$ cat config.mk
export PLATFORM = sky130hd
export DESIGN_NAME = vfd_scan_ctrl
export DESIGN_NICKNAME = d
export VERILOG_FILES = /design/src/vfd_pkg.sv /design/src/vfd_slot_timer.sv /design/src/vfd_disp_mem.sv /design/src/vfd_scan_ctrl.sv
export SDC_FILE = /design/constraint.sdc
export NUM_CORES = 1
export LEC_CHECK = 0
export BUFFER_PORTS_ARGS = -buffer_cell sky130_fd_sc_hd__buf_2
export CORE_ASPECT_RATIO = 0.6
export CORE_UTILIZATION = 45
export DETAILED_ROUTE_END_ITERATION = 7
export REMOVE_ABC_BUFFERS = 1
export SLEW_MARGIN = 20
export SYNTH_ARGS = -nofsm -noshare
export SYNTH_HDL_FRONTEND = slang
export SYNTH_HIERARCHICAL = 1
export SYNTH_SLANG_ARGS = --single-unit
$ cat constraint.sdc
create_clock -name clk_sys -period 3.1 [get_ports clk_sys]
set_clock_uncertainty 0.1 [all_clocks]
set_input_delay 0.155 -clock clk_sys [delete_from_list [all_inputs] [get_ports clk_sys]]
set_output_delay 0.155 -clock clk_sys [all_outputs]
set_load 0.02 [all_outputs]
$ cat src/vfd_pkg.sv
// Shared constants, types and register map of the display scan controller
package vfd_pkg;

    // Output widths
    localparam int SEG_W = 24;
    localparam int DIG_W = 16;
    localparam int OUT_TOTAL_MAX = 34;
    localparam int SEG_LO_W = 16;
    localparam int SEG_DYN_MIN = 9;

    // Register byte offsets
    localparam logic [7:0] OFS_MODE = 8'h00;
    localparam logic [7:0] OFS_DIGCNT = 8'h04;
    localparam logic [7:0] OFS_DIMMER_SELECT_REGISTER = 8'h08;
    localparam logic [7:0] OFS_STAT_LO = 8'h0c;
    localparam logic [7:0] OFS_STAT_HI = 8'h10;
    localparam logic [7:0] OFS_KEYSCAN = 8'h14;
    localparam logic [7:0] OFS_PORT = 8'h18;
    localparam logic [7:0] OFS_STATUS = 8'h1c;
    localparam logic [7:0] OFS_MEM_BASE = 8'h40;

    // Field positions
    localparam int MODE_EN_BIT = 3;
    localparam int DIMMER_SELECT_REGISTER_LEN_BIT = 0;
    localparam int STAT_HI_LSB = 4;

    // Reset values, minimum digit count and all-static codes
    localparam logic [3:0] MODE_RST = 4'h0;
    localparam logic [3:0] DIGCNT_RST = 4'h8;
    localparam logic [3:0] DIMMER_SELECT_REGISTER_RST = 4'h0;
    localparam logic [3:0] STAT_LO_RST = 4'h0;
    localparam logic [1:0] STAT_HI_RST = 2'h0;
    localparam logic [3:0] DIGCNT_MIN = 4'h8;
    localparam logic [3:0] STAT_LO_ALL = 4'hf;
    localparam logic [1:0] STAT_HI_ALL = 2'h3;

    // Processor clock settings that allow scanning
    localparam logic [3:0] PCC_HIGH = 4'h3;
    localparam logic [3:0] PCC_MID = 4'h2;

    // Display cycle lengths in oscillator periods (clk_sys is the oscillator)
    localparam int CYC_SHORT_CLK = 1024;
    localparam int CYC_LONG_CLK = 2048;
    localparam int PHASE_W = 11;

    typedef struct packed {
        logic en;
        logic [2:0] seg_code;
    } vfd_mode_s;

    typedef struct packed {
        logic [2:0] cut_code;
        logic long_cyc;
    } vfd_dimmer_select_register_s;

    typedef enum logic [1:0] {
        ST_IDLE = 2'b00,
        ST_DIGIT = 2'b01,
        ST_KEYSCAN = 2'b11
    } vfd_state_e;

endpackage : vfd_pkg

$ cat src/vfd_slot_timer.sv
// Display cycle timer: phase count inside one display slot
`timescale 1ns/1ps
`default_nettype none
module vfd_slot_timer
    import vfd_pkg::*;
(
    // Clock and reset
    input wire logic clk_sys,
    input wire logic rst_n,
    // Control
    input wire logic run,
    input wire logic long_cyc,
    // Status
    output logic [PHASE_W-1:0] phase,
    output logic slot_end
);

    logic [PHASE_W-1:0] phase_r;
    logic [PHASE_W-1:0] phase_nxt;
    logic [PHASE_W-1:0] last_phase;

    assign last_phase = long_cyc ? PHASE_W'(CYC_LONG_CLK - 1) : PHASE_W'(CYC_SHORT_CLK - 1);
    assign slot_end = run && (phase_r == last_phase);
    assign phase = phase_r;

    always_comb
    begin
        phase_nxt = phase_r;
        if (!run || slot_end)
        begin
            phase_nxt = '0;
        end
        else
        begin
            phase_nxt = phase_r + PHASE_W'(1);
        end
    end

    always_ff @(posedge clk_sys)
    begin
        if (!rst_n)
        begin
            phase_r <= '0;
        end
        else
        begin
            phase_r <= phase_nxt;
        end
    end
endmodule : vfd_slot_timer
`default_nettype wire

$ cat src/vfd_disp_mem.sv
// Display data memory: one segment row per digit, byte-writable
`timescale 1ns/1ps
`default_nettype none
module vfd_disp_mem #(
    parameter int DEPTH = 16,
    parameter int WIDTH = 24
) (
    // Clock
    input wire logic clk_sys,
    // Write port
    input wire logic wr_en,
    input wire logic [$clog2(DEPTH)-1:0] wr_idx,
    input wire logic [WIDTH/8-1:0] wr_be,
    input wire logic [WIDTH-1:0] wr_data,
    // Scan fetch port
    input wire logic [$clog2(DEPTH)-1:0] fetch_idx,
    output logic [WIDTH-1:0] fetch_data,
    // Bus read port
    input wire logic [$clog2(DEPTH)-1:0] rd_idx,
    output logic [WIDTH-1:0] rd_data
);

    initial
    begin
        if (WIDTH % 8 != 0 || DEPTH < 2)
        begin
            $error("Display memory needs whole bytes and two rows");
        end
    end

    // One lane array per byte, so every array has a single writing process
    // Contents are not reset: software loads the rows before enabling scan
    for (genvar b = 0; b < WIDTH / 8; b++)
    begin : g_byte
        logic [7:0] lane_r [DEPTH];

        always_ff @(posedge clk_sys)
        begin
            if (wr_en && wr_be[b])
            begin
                lane_r[wr_idx] <= wr_data[b*8 +: 8];
            end
        end

        assign fetch_data[b*8 +: 8] = lane_r[fetch_idx];
        assign rd_data[b*8 +: 8] = lane_r[rd_idx];
    end

endmodule : vfd_disp_mem
`default_nettype wire

$ cat src/vfd_scan_ctrl.sv
// Display scan controller top: bus registers, scan sequencer, pin drivers
//
// How it works
// Digits and segments scanned automatically from memory
// 9-24 segments, 9-16 digits, 34 outputs
// Scan only on main clock, fast settings
// Software stops display before clock changes
// Undriven display pins become static port bits; only segment pins do here, unused digit pins stay low
// Eight dimmer levels set digit pulse width
// Key-scan request marks key slot each frame
// Key-scan buffers drive segments in key slot
// Display cycle is 1024 or 2048 clocks
// Frame lasts display cycle times digits plus two; the code makes it digits plus one (digit count plus two)
// Digits ascend one per slot, then key slot
// Digit count 8-15 shows N+1; reset nine
// Cycle length bit picks 1024 or 2048
// Dimmer code cuts 1/16 to 14/16 of slot
// Mode register: enable, segment count; reset stopped
//
// Design decisions made here: the Wishbone slave port and the address map.
`timescale 1ns/1ps
`default_nettype none
module vfd_scan_ctrl
    import vfd_pkg::*;
#(
    parameter int SEG_N = SEG_W,
    parameter int DIG_N = DIG_W
) (
    // Clock and reset
    input wire logic clk_sys,
    input wire logic rst_n,
    // Wishbone slave
    input wire logic wb_cyc_i,
    input wire logic wb_stb_i,
    input wire logic wb_we_i,
    input wire logic [7:0] wb_adr_i,
    input wire logic [3:0] wb_sel_i,
    input wire logic [31:0] wb_dat_i,
    output logic [31:0] wb_dat_o,
    output logic wb_ack_o,
    // Clock setting of the host processor
    input wire logic sysclk_sub_sel,
    input wire logic [3:0] proc_clk_setting,
    // Display pins
    output logic [DIG_N-1:0] digit_o,
    output logic [SEG_N-1:0] seg_o,
    output logic keyscan_irq
);

    initial
    begin
        if (SEG_N != SEG_W || DIG_N != DIG_W)
        begin
            $error("Pin widths are fixed by the register layout");
        end
    end

    function automatic logic [31:0] merge_bytes(input logic [31:0] old_v, input logic [31:0] new_v,
        input logic [3:0] sel);
        logic [31:0] res;
        res = old_v;
        for (int b = 0; b < 4; b++)
        begin
            if (sel[b])
            begin
                res[b*8 +: 8] = new_v[b*8 +: 8];
            end
        end
        return res;
    endfunction : merge_bytes

    // Cut width in oscillator clocks for a dimmer code
    function automatic logic [PHASE_W-1:0] cut_clocks(input logic [2:0] code, input logic long_cyc);
        logic [PHASE_W-1:0] sixteenths;
        sixteenths = (code == 3'h0) ? PHASE_W'(1) : PHASE_W'({code, 1'b0});
        return long_cyc ? (sixteenths << 7) : (sixteenths << 6);
    endfunction : cut_clocks

    ////////////////////////////////////////////////////////////////////////
    // State
    vfd_mode_s mode_r, mode_nxt;
    vfd_dimmer_select_register_s dimmer_select_register_r, dimmer_select_register_nxt;
    logic [3:0] digcnt_r, digcnt_nxt;
    logic [3:0] stat_lo_r, stat_lo_nxt;
    logic [1:0] stat_hi_r, stat_hi_nxt;
    logic [SEG_W-1:0] ks_r, ks_nxt;
    logic [SEG_W-1:0] port_r, port_nxt;
    vfd_state_e state_r, state_nxt;
    logic [4:0] slot_r, slot_nxt;
    logic [SEG_W-1:0] fetch_r, fetch_nxt;
    logic [DIG_W-1:0] digit_nxt;
    logic [SEG_W-1:0] seg_nxt;
    logic irq_nxt;
    logic [31:0] dat_nxt;
    logic ack_nxt;

    // Combinational helpers
    logic run_ok;
    logic bus_req;
    logic wr;
    logic mem_sel;
    logic [PHASE_W-1:0] phase;
    logic slot_end;
    logic [PHASE_W-1:0] cut_cyc;
    logic [3:0] fetch_idx;
    logic [SEG_W-1:0] fetch_data;
    logic [SEG_W-1:0] mem_rd_data;
    logic [4:0] seg_count;
    logic [5:0] seg_pins;
    logic [5:0] dig_limit;
    logic lo_static;
    logic hi_static;
    logic [SEG_W-1:0] dyn_data;

    // Scan drops to idle and restarts from slot 0 outside the documented clock settings; software is expected to clear enable first
    assign run_ok = mode_r.en && !sysclk_sub_sel
        && (proc_clk_setting == PCC_HIGH || proc_clk_setting == PCC_MID);
    assign bus_req = wb_cyc_i && wb_stb_i && !wb_ack_o;
    assign wr = bus_req && wb_we_i;
    assign mem_sel = wb_adr_i[7:6] == OFS_MEM_BASE[7:6];
    assign cut_cyc = cut_clocks(dimmer_select_register_r.cut_code, dimmer_select_register_r.long_cyc);
    assign lo_static = stat_lo_r == STAT_LO_ALL;
    assign hi_static = stat_hi_r == STAT_HI_ALL;
    assign seg_count = 5'(SEG_DYN_MIN) + {2'h0, mode_r.seg_code};
    assign seg_pins = (lo_static ? 6'h0 : {1'b0, seg_count}) + (hi_static ? 6'h0 : 6'h8);
    assign dig_limit = 6'(OUT_TOTAL_MAX) - seg_pins;
    assign fetch_idx = (state_r == ST_DIGIT && slot_r < {1'b0, digcnt_r}) ? slot_r[3:0] + 4'h1 : 4'h0;

    vfd_slot_timer u_timer (
        .clk_sys(clk_sys),
        .rst_n(rst_n),
        .run(state_r != ST_IDLE),
        .long_cyc(dimmer_select_register_r.long_cyc),
        .phase(phase),
        .slot_end(slot_end)
    );

    vfd_disp_mem #(
        .DEPTH(DIG_W),
        .WIDTH(SEG_W)
    ) u_mem (
        .clk_sys(clk_sys),
        .wr_en(wr && mem_sel),
        .wr_idx(wb_adr_i[5:2]),
        .wr_be(wb_sel_i[2:0]),
        .wr_data(wb_dat_i[SEG_W-1:0]),
        .fetch_idx(fetch_idx),
        .fetch_data(fetch_data),
        .rd_idx(wb_adr_i[5:2]),
        .rd_data(mem_rd_data)
    );

    ////////////////////////////////////////////////////////////////////////
    // Registers and bus
    always_comb
    begin
        logic [31:0] w;
        w = '0;
        mode_nxt = mode_r;
        dimmer_select_register_nxt = dimmer_select_register_r;
        digcnt_nxt = digcnt_r;
        stat_lo_nxt = stat_lo_r;
        stat_hi_nxt = stat_hi_r;
        ks_nxt = ks_r;
        port_nxt = port_r;
        ack_nxt = bus_req;
        dat_nxt = '0;
        if (wr && !mem_sel)
        begin
            unique case (wb_adr_i)
                OFS_MODE: if (wb_sel_i[0]) mode_nxt = wb_dat_i[3:0];
                OFS_DIGCNT:
                begin
                    // Values below eight are refused, old count kept
                    if (wb_sel_i[0] && wb_dat_i[3:0] >= DIGCNT_MIN)
                    begin
                        digcnt_nxt = wb_dat_i[3:0];
                    end
                end
                OFS_DIMMER_SELECT_REGISTER: if (wb_sel_i[0]) dimmer_select_register_nxt = wb_dat_i[3:0];
                OFS_STAT_LO: if (wb_sel_i[0]) stat_lo_nxt = wb_dat_i[3:0];
                OFS_STAT_HI: if (wb_sel_i[0]) stat_hi_nxt = wb_dat_i[STAT_HI_LSB +: 2];
                OFS_KEYSCAN:
                begin
                    w = merge_bytes({8'h0, ks_r}, wb_dat_i, wb_sel_i);
                    ks_nxt = w[SEG_W-1:0];
                end
                OFS_PORT:
                begin
                    w = merge_bytes({8'h0, port_r}, wb_dat_i, wb_sel_i);
                    port_nxt = w[SEG_W-1:0];
                end
                default: ;
            endcase
        end
        if (bus_req && !wb_we_i)
        begin
            if (mem_sel)
            begin
                dat_nxt = {8'h0, mem_rd_data};
            end
            else
            begin
                unique case (wb_adr_i)
                    OFS_MODE: dat_nxt = {28'h0, mode_r};
                    OFS_DIGCNT: dat_nxt = {28'h0, digcnt_r};
                    OFS_DIMMER_SELECT_REGISTER: dat_nxt = {28'h0, dimmer_select_register_r};
                    OFS_STAT_LO: dat_nxt = {28'h0, stat_lo_r};
                    OFS_STAT_HI: dat_nxt = {26'h0, stat_hi_r, 4'h0};
                    OFS_KEYSCAN: dat_nxt = {8'h0, ks_r};
                    OFS_PORT: dat_nxt = {8'h0, port_r};
                    OFS_STATUS: dat_nxt = {24'h0, run_ok, state_r == ST_KEYSCAN, 1'b0, slot_r};
                    default: dat_nxt = '0;
                endcase
            end
        end
    end

    ////////////////////////////////////////////////////////////////////////
    // Scan sequencer and pin drivers
    always_comb
    begin
        state_nxt = state_r;
        slot_nxt = slot_r;
        fetch_nxt = fetch_r;
        if (!run_ok)
        begin
            state_nxt = ST_IDLE;
            slot_nxt = '0;
        end
        else
        begin
            unique case (state_r)
                ST_IDLE:
                begin
                    state_nxt = ST_DIGIT;
                    slot_nxt = '0;
                    fetch_nxt = fetch_data;
                end
                ST_DIGIT:
                begin
                    if (slot_end)
                    begin
                        // Count lowered mid-frame: close the frame at once, never wrap the slot index
                        if (slot_r >= {1'b0, digcnt_r})
                        begin
                            state_nxt = ST_KEYSCAN;
                            slot_nxt = {1'b0, digcnt_r} + 5'h1;
                        end
                        else
                        begin
                            slot_nxt = slot_r + 5'h1;
                            fetch_nxt = fetch_data;
                        end
                    end
                end
                ST_KEYSCAN:
                begin
                    if (slot_end)
                    begin
                        state_nxt = ST_DIGIT;
                        slot_nxt = '0;
                        fetch_nxt = fetch_data;
                    end
                end
                default: state_nxt = ST_IDLE;
            endcase
        end
    end

    always_comb
    begin
        dyn_data = '0;
        if (state_r == ST_KEYSCAN)
        begin
            dyn_data = ks_r;
        end
        else if (state_r == ST_DIGIT)
        begin
            dyn_data = fetch_r;
        end
        for (int i = 0; i < SEG_LO_W; i++)
        begin
            if (!lo_static && i < 32'(seg_count))
            begin
                seg_nxt[i] = dyn_data[i];
            end
            else
            begin
                seg_nxt[i] = port_r[i];
            end
        end
        seg_nxt[SEG_W-1:SEG_LO_W] = hi_static ? port_r[SEG_W-1:SEG_LO_W] : dyn_data[SEG_W-1:SEG_LO_W];
        digit_nxt = '0;
        if (state_r == ST_DIGIT && phase >= cut_cyc && {1'b0, slot_r} < dig_limit)
        begin
            digit_nxt[slot_r[3:0]] = 1'b1;
        end
        irq_nxt = (state_r == ST_KEYSCAN) && (phase == '0);
    end

    always_ff @(posedge clk_sys)
    begin
        if (!rst_n)
        begin
            mode_r <= MODE_RST;
            dimmer_select_register_r <= DIMMER_SELECT_REGISTER_RST;
            digcnt_r <= DIGCNT_RST;
            stat_lo_r <= STAT_LO_RST;
            stat_hi_r <= STAT_HI_RST;
            ks_r <= '0;
            port_r <= '0;
            state_r <= ST_IDLE;
            slot_r <= '0;
            fetch_r <= '0;
            digit_o <= '0;
            seg_o <= '0;
            keyscan_irq <= 1'b0;
            wb_dat_o <= '0;
            wb_ack_o <= 1'b0;
        end
        else
        begin
            mode_r <= mode_nxt;
            dimmer_select_register_r <= dimmer_select_register_nxt;
            digcnt_r <= digcnt_nxt;
            stat_lo_r <= stat_lo_nxt;
            stat_hi_r <= stat_hi_nxt;
            ks_r <= ks_nxt;
            port_r <= port_nxt;
            state_r <= state_nxt;
            slot_r <= slot_nxt;
            fetch_r <= fetch_nxt;
            digit_o <= digit_nxt;
            seg_o <= seg_nxt;
            keyscan_irq <= irq_nxt;
            wb_dat_o <= dat_nxt;
            wb_ack_o <= ack_nxt;
        end
    end
endmodule : vfd_scan_ctrl
`default_nettype wire

# After elaboration in Yosys (flattened, before gate mapping)
# Memories as Yosys holds them, arrays and structs flattened.
# Index checks and enable logic that the tools add are counted.
# W data, S select, Z words.
[word_totals] reg_bits=182 ramBits=384 out_inout_bits=74 elab_cells=191 mem_count=3
[memory_table] name="u_mem.g_byte[0].lane_r" words=16 word_bits=8 rd=2 rd_ports_with_merged_regs=0 wr=1 line_no="vfd_disp_mem.sv:35" rtl="logic [7:0] lane_r [DEPTH];"
[memory_table] name="u_mem.g_byte[1].lane_r" words=16 word_bits=8 rd=2 rd_ports_with_merged_regs=0 wr=1 line_no="vfd_disp_mem.sv:35"
[memory_table] name="u_mem.g_byte[2].lane_r" words=16 word_bits=8 rd=2 rd_ports_with_merged_regs=0 wr=1 line_no="vfd_disp_mem.sv:35"
[classes] addsub=7 magnitude_cmp=23 eq_ne=19 mux=47 bitwise_logic=2 reduce_logical=67
[ops] operator="$pmux W24 S8" n=1
[ops] operator="$mux W24" n=6
[ops] operator="$pmux W24 S3" n=1
[ops] operator="$lt A4 B5 Y1 const A" n=8
[ops] operator="$reduce_and A3 Y1" n=13
[ops] operator="$logic_and A1 B1 Y1" n=34
[ops] operator="$eq A8 B5 Y1 const B" n=4
[ops] operator="$mux W1" n=23
[ops] operator="$mux W11" n=2
[ops] operator="$lt A3 B5 Y1 const A" n=4
[ops] operator="$mux W5" n=4
[ops] operator="$eq A8 B4 Y1 const B" n=2
[ops] operator="$pmux W5 S3" n=1
[ops] operator="$mux W4" n=3
[ops] operator="$add A11 B1 Y11 const B" n=1
[ops] operator="$eq A11 B11 Y1" n=1
[ops] operator="$ge A11 B11 Y1" n=1
[ops] operator="$logic_not A11 Y1" n=1
[ops] operator="$lt A1 B5 Y1 const A" n=2
[ops] operator="$lt A2 B5 Y1 const A" n=2
[ops] operator="$eq A4 B2 Y1 const B" n=2
[ops] operator="$eq A8 B3 Y1 const B" n=1
[ops] operator="$logic_not A8 Y1" n=1
[ops] operator="$mux W8" n=1
[ops] operator="other kinds (31)" n=46

# Depth between registers and ports, before layout
[depth] word_depth=7 depth_mapped=14

# Hierarchy
# The synthesis kept the hierarchy.
[modules_own_cells] mod="vfd_disp_mem" instances=1 cells_each=874 area_each_um2=17483.0 seq_area_each_um2=11531.1
[modules_own_cells] mod="vfd_scan_ctrl" instances=1 cells_each=855 area_each_um2=7831.3 seq_area_each_um2=3263.1
[modules_own_cells] mod="vfd_slot_timer" instances=1 cells_each=57 area_each_um2=533.0 seq_area_each_um2=220.2

# Worst setup path after synthesis
# OpenSTA, ideal clock, no wires.
[synth_path] path_type="register to register" start="register mode_r[0] (netlist name)" end="register digit_o[10]" setup_time_ns=0.121 arrival_ns=3.070 t_required_ns=2.879 slack_ns=-0.190 path_stages_with_launch=15 path_buffers=2 synth_period_minus_slack_ns=3.290 cell_sequence="dfxtp_1 -> ha_1 -> ha_1 -> clkbuf_1 -> inv_1 -> nor2_1 -> inv_1 -> ha_1 -> a211oi_1 -> xor2_1 -> ha_1 -> o21ai_0 -> a221oi_4 -> buf_2 -> nor3_1"
[synth_between] elab_chain_len=7
[synth_rtl] element="start: declaration" line_no="vfd_scan_ctrl.sv:81" rtl="vfd_mode_s mode_r, mode_nxt;"
[synth_rtl] element="start signal: assignment" line_no="vfd_scan_ctrl.sv:324" rtl="mode_r <= mode_nxt;"
[synth_rtl] element="$add A4 B3 Y5" line_no="vfd_scan_ctrl.sv:124" rtl="assign seg_count = 5'(SEG_DYN_MIN) + {2'h0, mode_r.seg_code};"
[synth_rtl] element="$mux W5" line_no="vfd_scan_ctrl.sv:125" rtl="assign seg_pins = (lo_static ? 6'h0 : {1'b0, seg_count}) + (hi_static ? 6'h0 : 6'h8);"
[synth_rtl] element="$add A5 B4 Y6" line_no="vfd_scan_ctrl.sv:125"
[synth_rtl] element="$sub A6 B6 Y6" line_no="vfd_scan_ctrl.sv:126" rtl="assign dig_limit = 6'(OUT_TOTAL_MAX) - seg_pins;"
[synth_rtl] element="$lt A5 B6 Y1" line_no="vfd_scan_ctrl.sv:295" rtl="if (state_r == ST_DIGIT && phase >= cut_cyc && {1'b0, slot_r} < dig_limit)"
[synth_rtl] element="$logic_and A1 B1 Y1" line_no="vfd_scan_ctrl.sv:295"
[synth_rtl] element="$reduce_and A2 Y1 (no source line)"
[synth_rtl] element="end signal: assignment" line_no="vfd_scan_ctrl.sv:334" rtl="digit_o <= digit_nxt;"
[synth_rtl] element="end: declaration" line_no="vfd_scan_ctrl.sv:45" rtl="output logic [DIG_N-1:0] digit_o,"
# No other way between the ends.
# A chain may end at the register's enable or synchronous reset.

# Final worst setup path
[layout_path] start="register digcnt_r[3]" end="register fetch_r[3]"
[layout_between] elab_chain_len=7 word_cells_on_any_way=11 cone_classes="order compare: 2; eq/ne: 1; mux: 5; reduce/logical: 2; memory: 1"
[layout_rtl] element="start: declaration" line_no="vfd_scan_ctrl.sv:83" rtl="logic [3:0] digcnt_r, digcnt_nxt;"
[layout_rtl] element="start signal: assignment" line_no="vfd_scan_ctrl.sv:326" rtl="digcnt_r <= digcnt_nxt;"
[layout_rtl] element="$lt A5 B4 Y1 *" line_no="vfd_scan_ctrl.sv:127" rtl="assign fetch_idx = (state_r == ST_DIGIT && slot_r < {1'b0, digcnt_r}) ? slot_r[3:0] + 4'h1 : 4'h0;"
[layout_rtl] element="$logic_and A1 B1 Y1 *" line_no="vfd_scan_ctrl.sv:127"
[layout_rtl] element="$mux W4 *" line_no="vfd_scan_ctrl.sv:127"
[layout_rtl] element="net fetch_idx[0]" line_no="vfd_scan_ctrl.sv:105" rtl="logic [3:0] fetch_idx;"
[layout_rtl] element="$mem_v2 Z16 W8 *"
[layout_rtl] element="net fetch_data[3]" line_no="vfd_scan_ctrl.sv:106" rtl="logic [SEG_W-1:0] fetch_data;"
[layout_rtl] element="$mux W24" line_no="vfd_scan_ctrl.sv:245" rtl="if (slot_r >= {1'b0, digcnt_r})"
[layout_rtl] element="$mux W24" line_no="vfd_scan_ctrl.sv:242" rtl="if (slot_end)"
[layout_rtl] element="$pmux W24 S3 *" line_no="vfd_scan_ctrl.sv:233" rtl="unique case (state_r)"
[layout_rtl] element="end signal: assignment" line_no="vfd_scan_ctrl.sv:333" rtl="fetch_r <= fetch_nxt;"
[layout_rtl] element="end: declaration" line_no="vfd_scan_ctrl.sv:90" rtl="logic [SEG_W-1:0] fetch_r, fetch_nxt;"
# Mark *: on every way through the listed nets, which the timed path passes. The rest lies on a longest branch. The select of a mux whose other input is x is not followed.

==> impl_metrics.yaml <==
logic_synthesis:
  synth.avg_cell_area_um2: 14.47
  async_flop_share: 0
  yosysWarnings: 6
  netlist_instances: 1786
  ys_ff_latch: 558
  synth_cell_types: 69
  synthFlopType: "edfxtp_1"
  synth_edf_count: 384
  synth.cell_area_mm2: 0.02585
  seq_area_frac_synth: 0.5809
timing:
  maxSlewViolCount: 0
  worst_slack_ps: -16.07
  hold_violations: 0
  min_period_ps: 3116
  rsz0062_at_grt: "true"
  relSlewSlack: 0.3301
  setup_tns_ps: -16.07
  whs_ps: 85.00
  fmax_mhz: 320.9
  fin_crit_sh: 1.005
  tightest_slew_ps: 1002
  setup_violations: 1
detailed_routing:
  via_per_inst: 6.175
  detail_route.wl_per_cell_um: 27.06
  antenna_left: 0
  drt_pass1_iterations: 6
  vias: 17430
  drt_wl_total_um: 76380
  drc: 0
  drtIter0Drc: 2088
power:
  power_density_mw_per_mm2: 500.3
  vdd_ir_drop_max_mv: 0.4163
  finalPower_mw: 15.53
  leakage_nw: 10.32
run_status:
  violations: "negative setup slack"
  status: "finished with violations"
setup_path:
  crit_path_max_fanout: 7
  critPathKind: "reg -> reg"
  crit_path_end_kind: "flop"
  crit_required_ps: 3490
  crit_path_start_kind: "flop"
  critPathArrivalTime_ps: 3510
floorplan:
  rows: 67
  die_area_mm2: 0.05843
  dieHeight_um: 187.6
  core-area_mm2: 0.05625
  die-width_um: 311.4
  io_pins: 128
  start_util: 0.4595
grt:
  grt_pass1_vias: 17430
  grt-ovfl-total: 0
  grt_max_degree: 41
  grt_usage: 0.2578
  antenna_found_initial: 6
  grt_pass1_wl_um: 112200
finish:
  syn2layout_area_growth_pct: 20.07
  final_cell_count_no_fill: 2823
  fin_area_mm2: 0.03103
  finalNetCount: 2100
  drive_gt1_frac: 0.3275
  diodes: 0
placed_design:
  place.port_buffers: 109
  numPlacedInstances: 2677
  gp_congestion: 0.8845
  hpwl_um: 51090
  post_dp_cell_area_mm2: 0.02820
cts:
  cts_tree: "built"
  clkSinkCount: 558
  clk_path_buf_depth: 3
  insertion_delay_ps: 610
  cts_inserted_buffers: 52
  clkTransAtPathRegs_ps: 70
  root_buffer: "clkbuf_16"
  cts_max_level: 2
flow_run:
  cap_viol_max_count: 0
min_path:
  hold_class: "in -> reg"
-- cells in the mapped netlist (all sizes together), types with 59 or more instances --
cell | number | area, um^2
nor2b | 65 | 406.6
nor2 | 97 | 374.1
mux2i | 74 | 740.7
nand3 | 59 | 300.3
dfxtp | 174 | 3483
mux4 | 195 | 4392
edfxtp | 384 | 11530
o21ai | 67 | 339.1
clkbuf | 77 | 292.8
a22oi | 99 | 743.2
nand2 | 138 | 518.0
buf | 63 | 412.9
-- state kept, by name, summed over array words and instances (netlist names), 4 cells and up --
signal,flops
digcnt_r,4
dimmer_select_register_r,4
wb_dat_o,24
stat_lo_r,4
digit_o,16
seg_o,24
u_mem/g_byte.lane_r,384
u_timer/phase,11
ks_r,24
port_r,24
mode_r,4
fetch_r,24
slot_r,5
-- metrics by stage --
stage	worst slack, ps	utilization
finish	-16.07	0.5517
CTS	-59.00	0.5432
detailed placement	-173.8	0.5013
global placement	-54.01	0.5013
floorplan	-6691	-
global route	-105.5	0.5517
-- path summary, 6_finish.rpt --
kind                            start                      end  slack (ps)  depth (start not counted)
min               proc_clk_setting[2]   slot_r[4]$_SDFFE_PN0P_          90                          5
max reg2reg  digcnt_r[3]$_SDFFE_PN1P_  fetch_r[3]$_SDFFE_PN0P_         -20                         16
min reg2reg    port_r[7]$_SDFFE_PN0P_   port_r[7]$_SDFFE_PN0P_         370                          2
max          digcnt_r[3]$_SDFFE_PN1P_  fetch_r[3]$_SDFFE_PN0P_         -20                         16
-- what timing repair did --
action,in CTS,in global routing
hold buffers,31,0
buffers inserted,4,8
hold endpoints to repair,461,0
pin swaps,1,33
cloned,2,6
gates resized for setup,21,83
endpoints found under the setup margin,40,40
-- per-layer routing --
| metal | track usage | vias to the layer above | share of wire |
|---|---|---|---|
| met3 | 0.05917 | 94 | 0.11 |
| li1 | - | 7502 | - |
| met2 | 0.3629 | 881 | 0.42 |
| met5 | 0 | - | 0.00043 |
| met4 | 0.05286 | 4 | 0.016 |
| met1 | 0.4044 | 8950 | 0.45 |
-- layout make-up --
class | instances | area [um^2]
fillers | 4458 | 25220
flip-flops and latches | 558 | 15020
multi-input cells | 1074 | 10450
repair buffers | 313 | 2683
clock buffers | 67 | 1513
well taps | 759 | 949.7
clock inverters | 31 | 336.6
inverters | 21 | 78.83
-- placed cells by master, fill, tap and decap left out, types with 57 or more instances in the layout --
| master | instances |
|---|---|
| clkbuf_16 | 62 |
| buf_2 | 106 |
| nor2_1 | 90 |
| o21ai_0 | 64 |
| mux2i_1 | 74 |
| edfxtp_1 | 384 |
| dfxtp_1 | 168 |
| nand3_1 | 57 |
| mux4_2 | 195 |
| a22oi_1 | 67 |
| nand2_1 | 136 |
| nor2b_1 | 59 |
| buf_4 | 132 |
-- worst max-delay path, cell delays in order (launching register included) --
cell,delay [ps]
dfxtp_2,330
inv_2,50
ha_4,230
a211oi_4,250
and2_4,170
o211ai_1,150
nor2_4,170
buf_6,130
buf_12,110
clkbuf_16,170
buf_12,120
mux4_2,500
a22oi_2,170
buf_4,160
nand2_2,70
nand3_2,60
a21boi_1,60
-- where the power goes --
part | internal (mW) | total (mW) | switching, mW
Sequential | 7.95 | 7.95 | 0.00215
Clock | 3.98 | 6.91 | 2.93
Combinational | 0.256 | 0.668 | 0.412
-- cells by family after synthesis --
| kind of cell | synth area share |
|---|---|
| compound gates | 0.07997 |
| xor+xnor | 0.003388 |
| fa+ha+maj | 0.01288 |
| buf+inv | 0.03035 |
| flops | 0.5809 |
| mux | 0.2034 |
| other cells | 0.0001451 |
| simple gates | 0.08902 |
(Power assumes the default switching activity.)
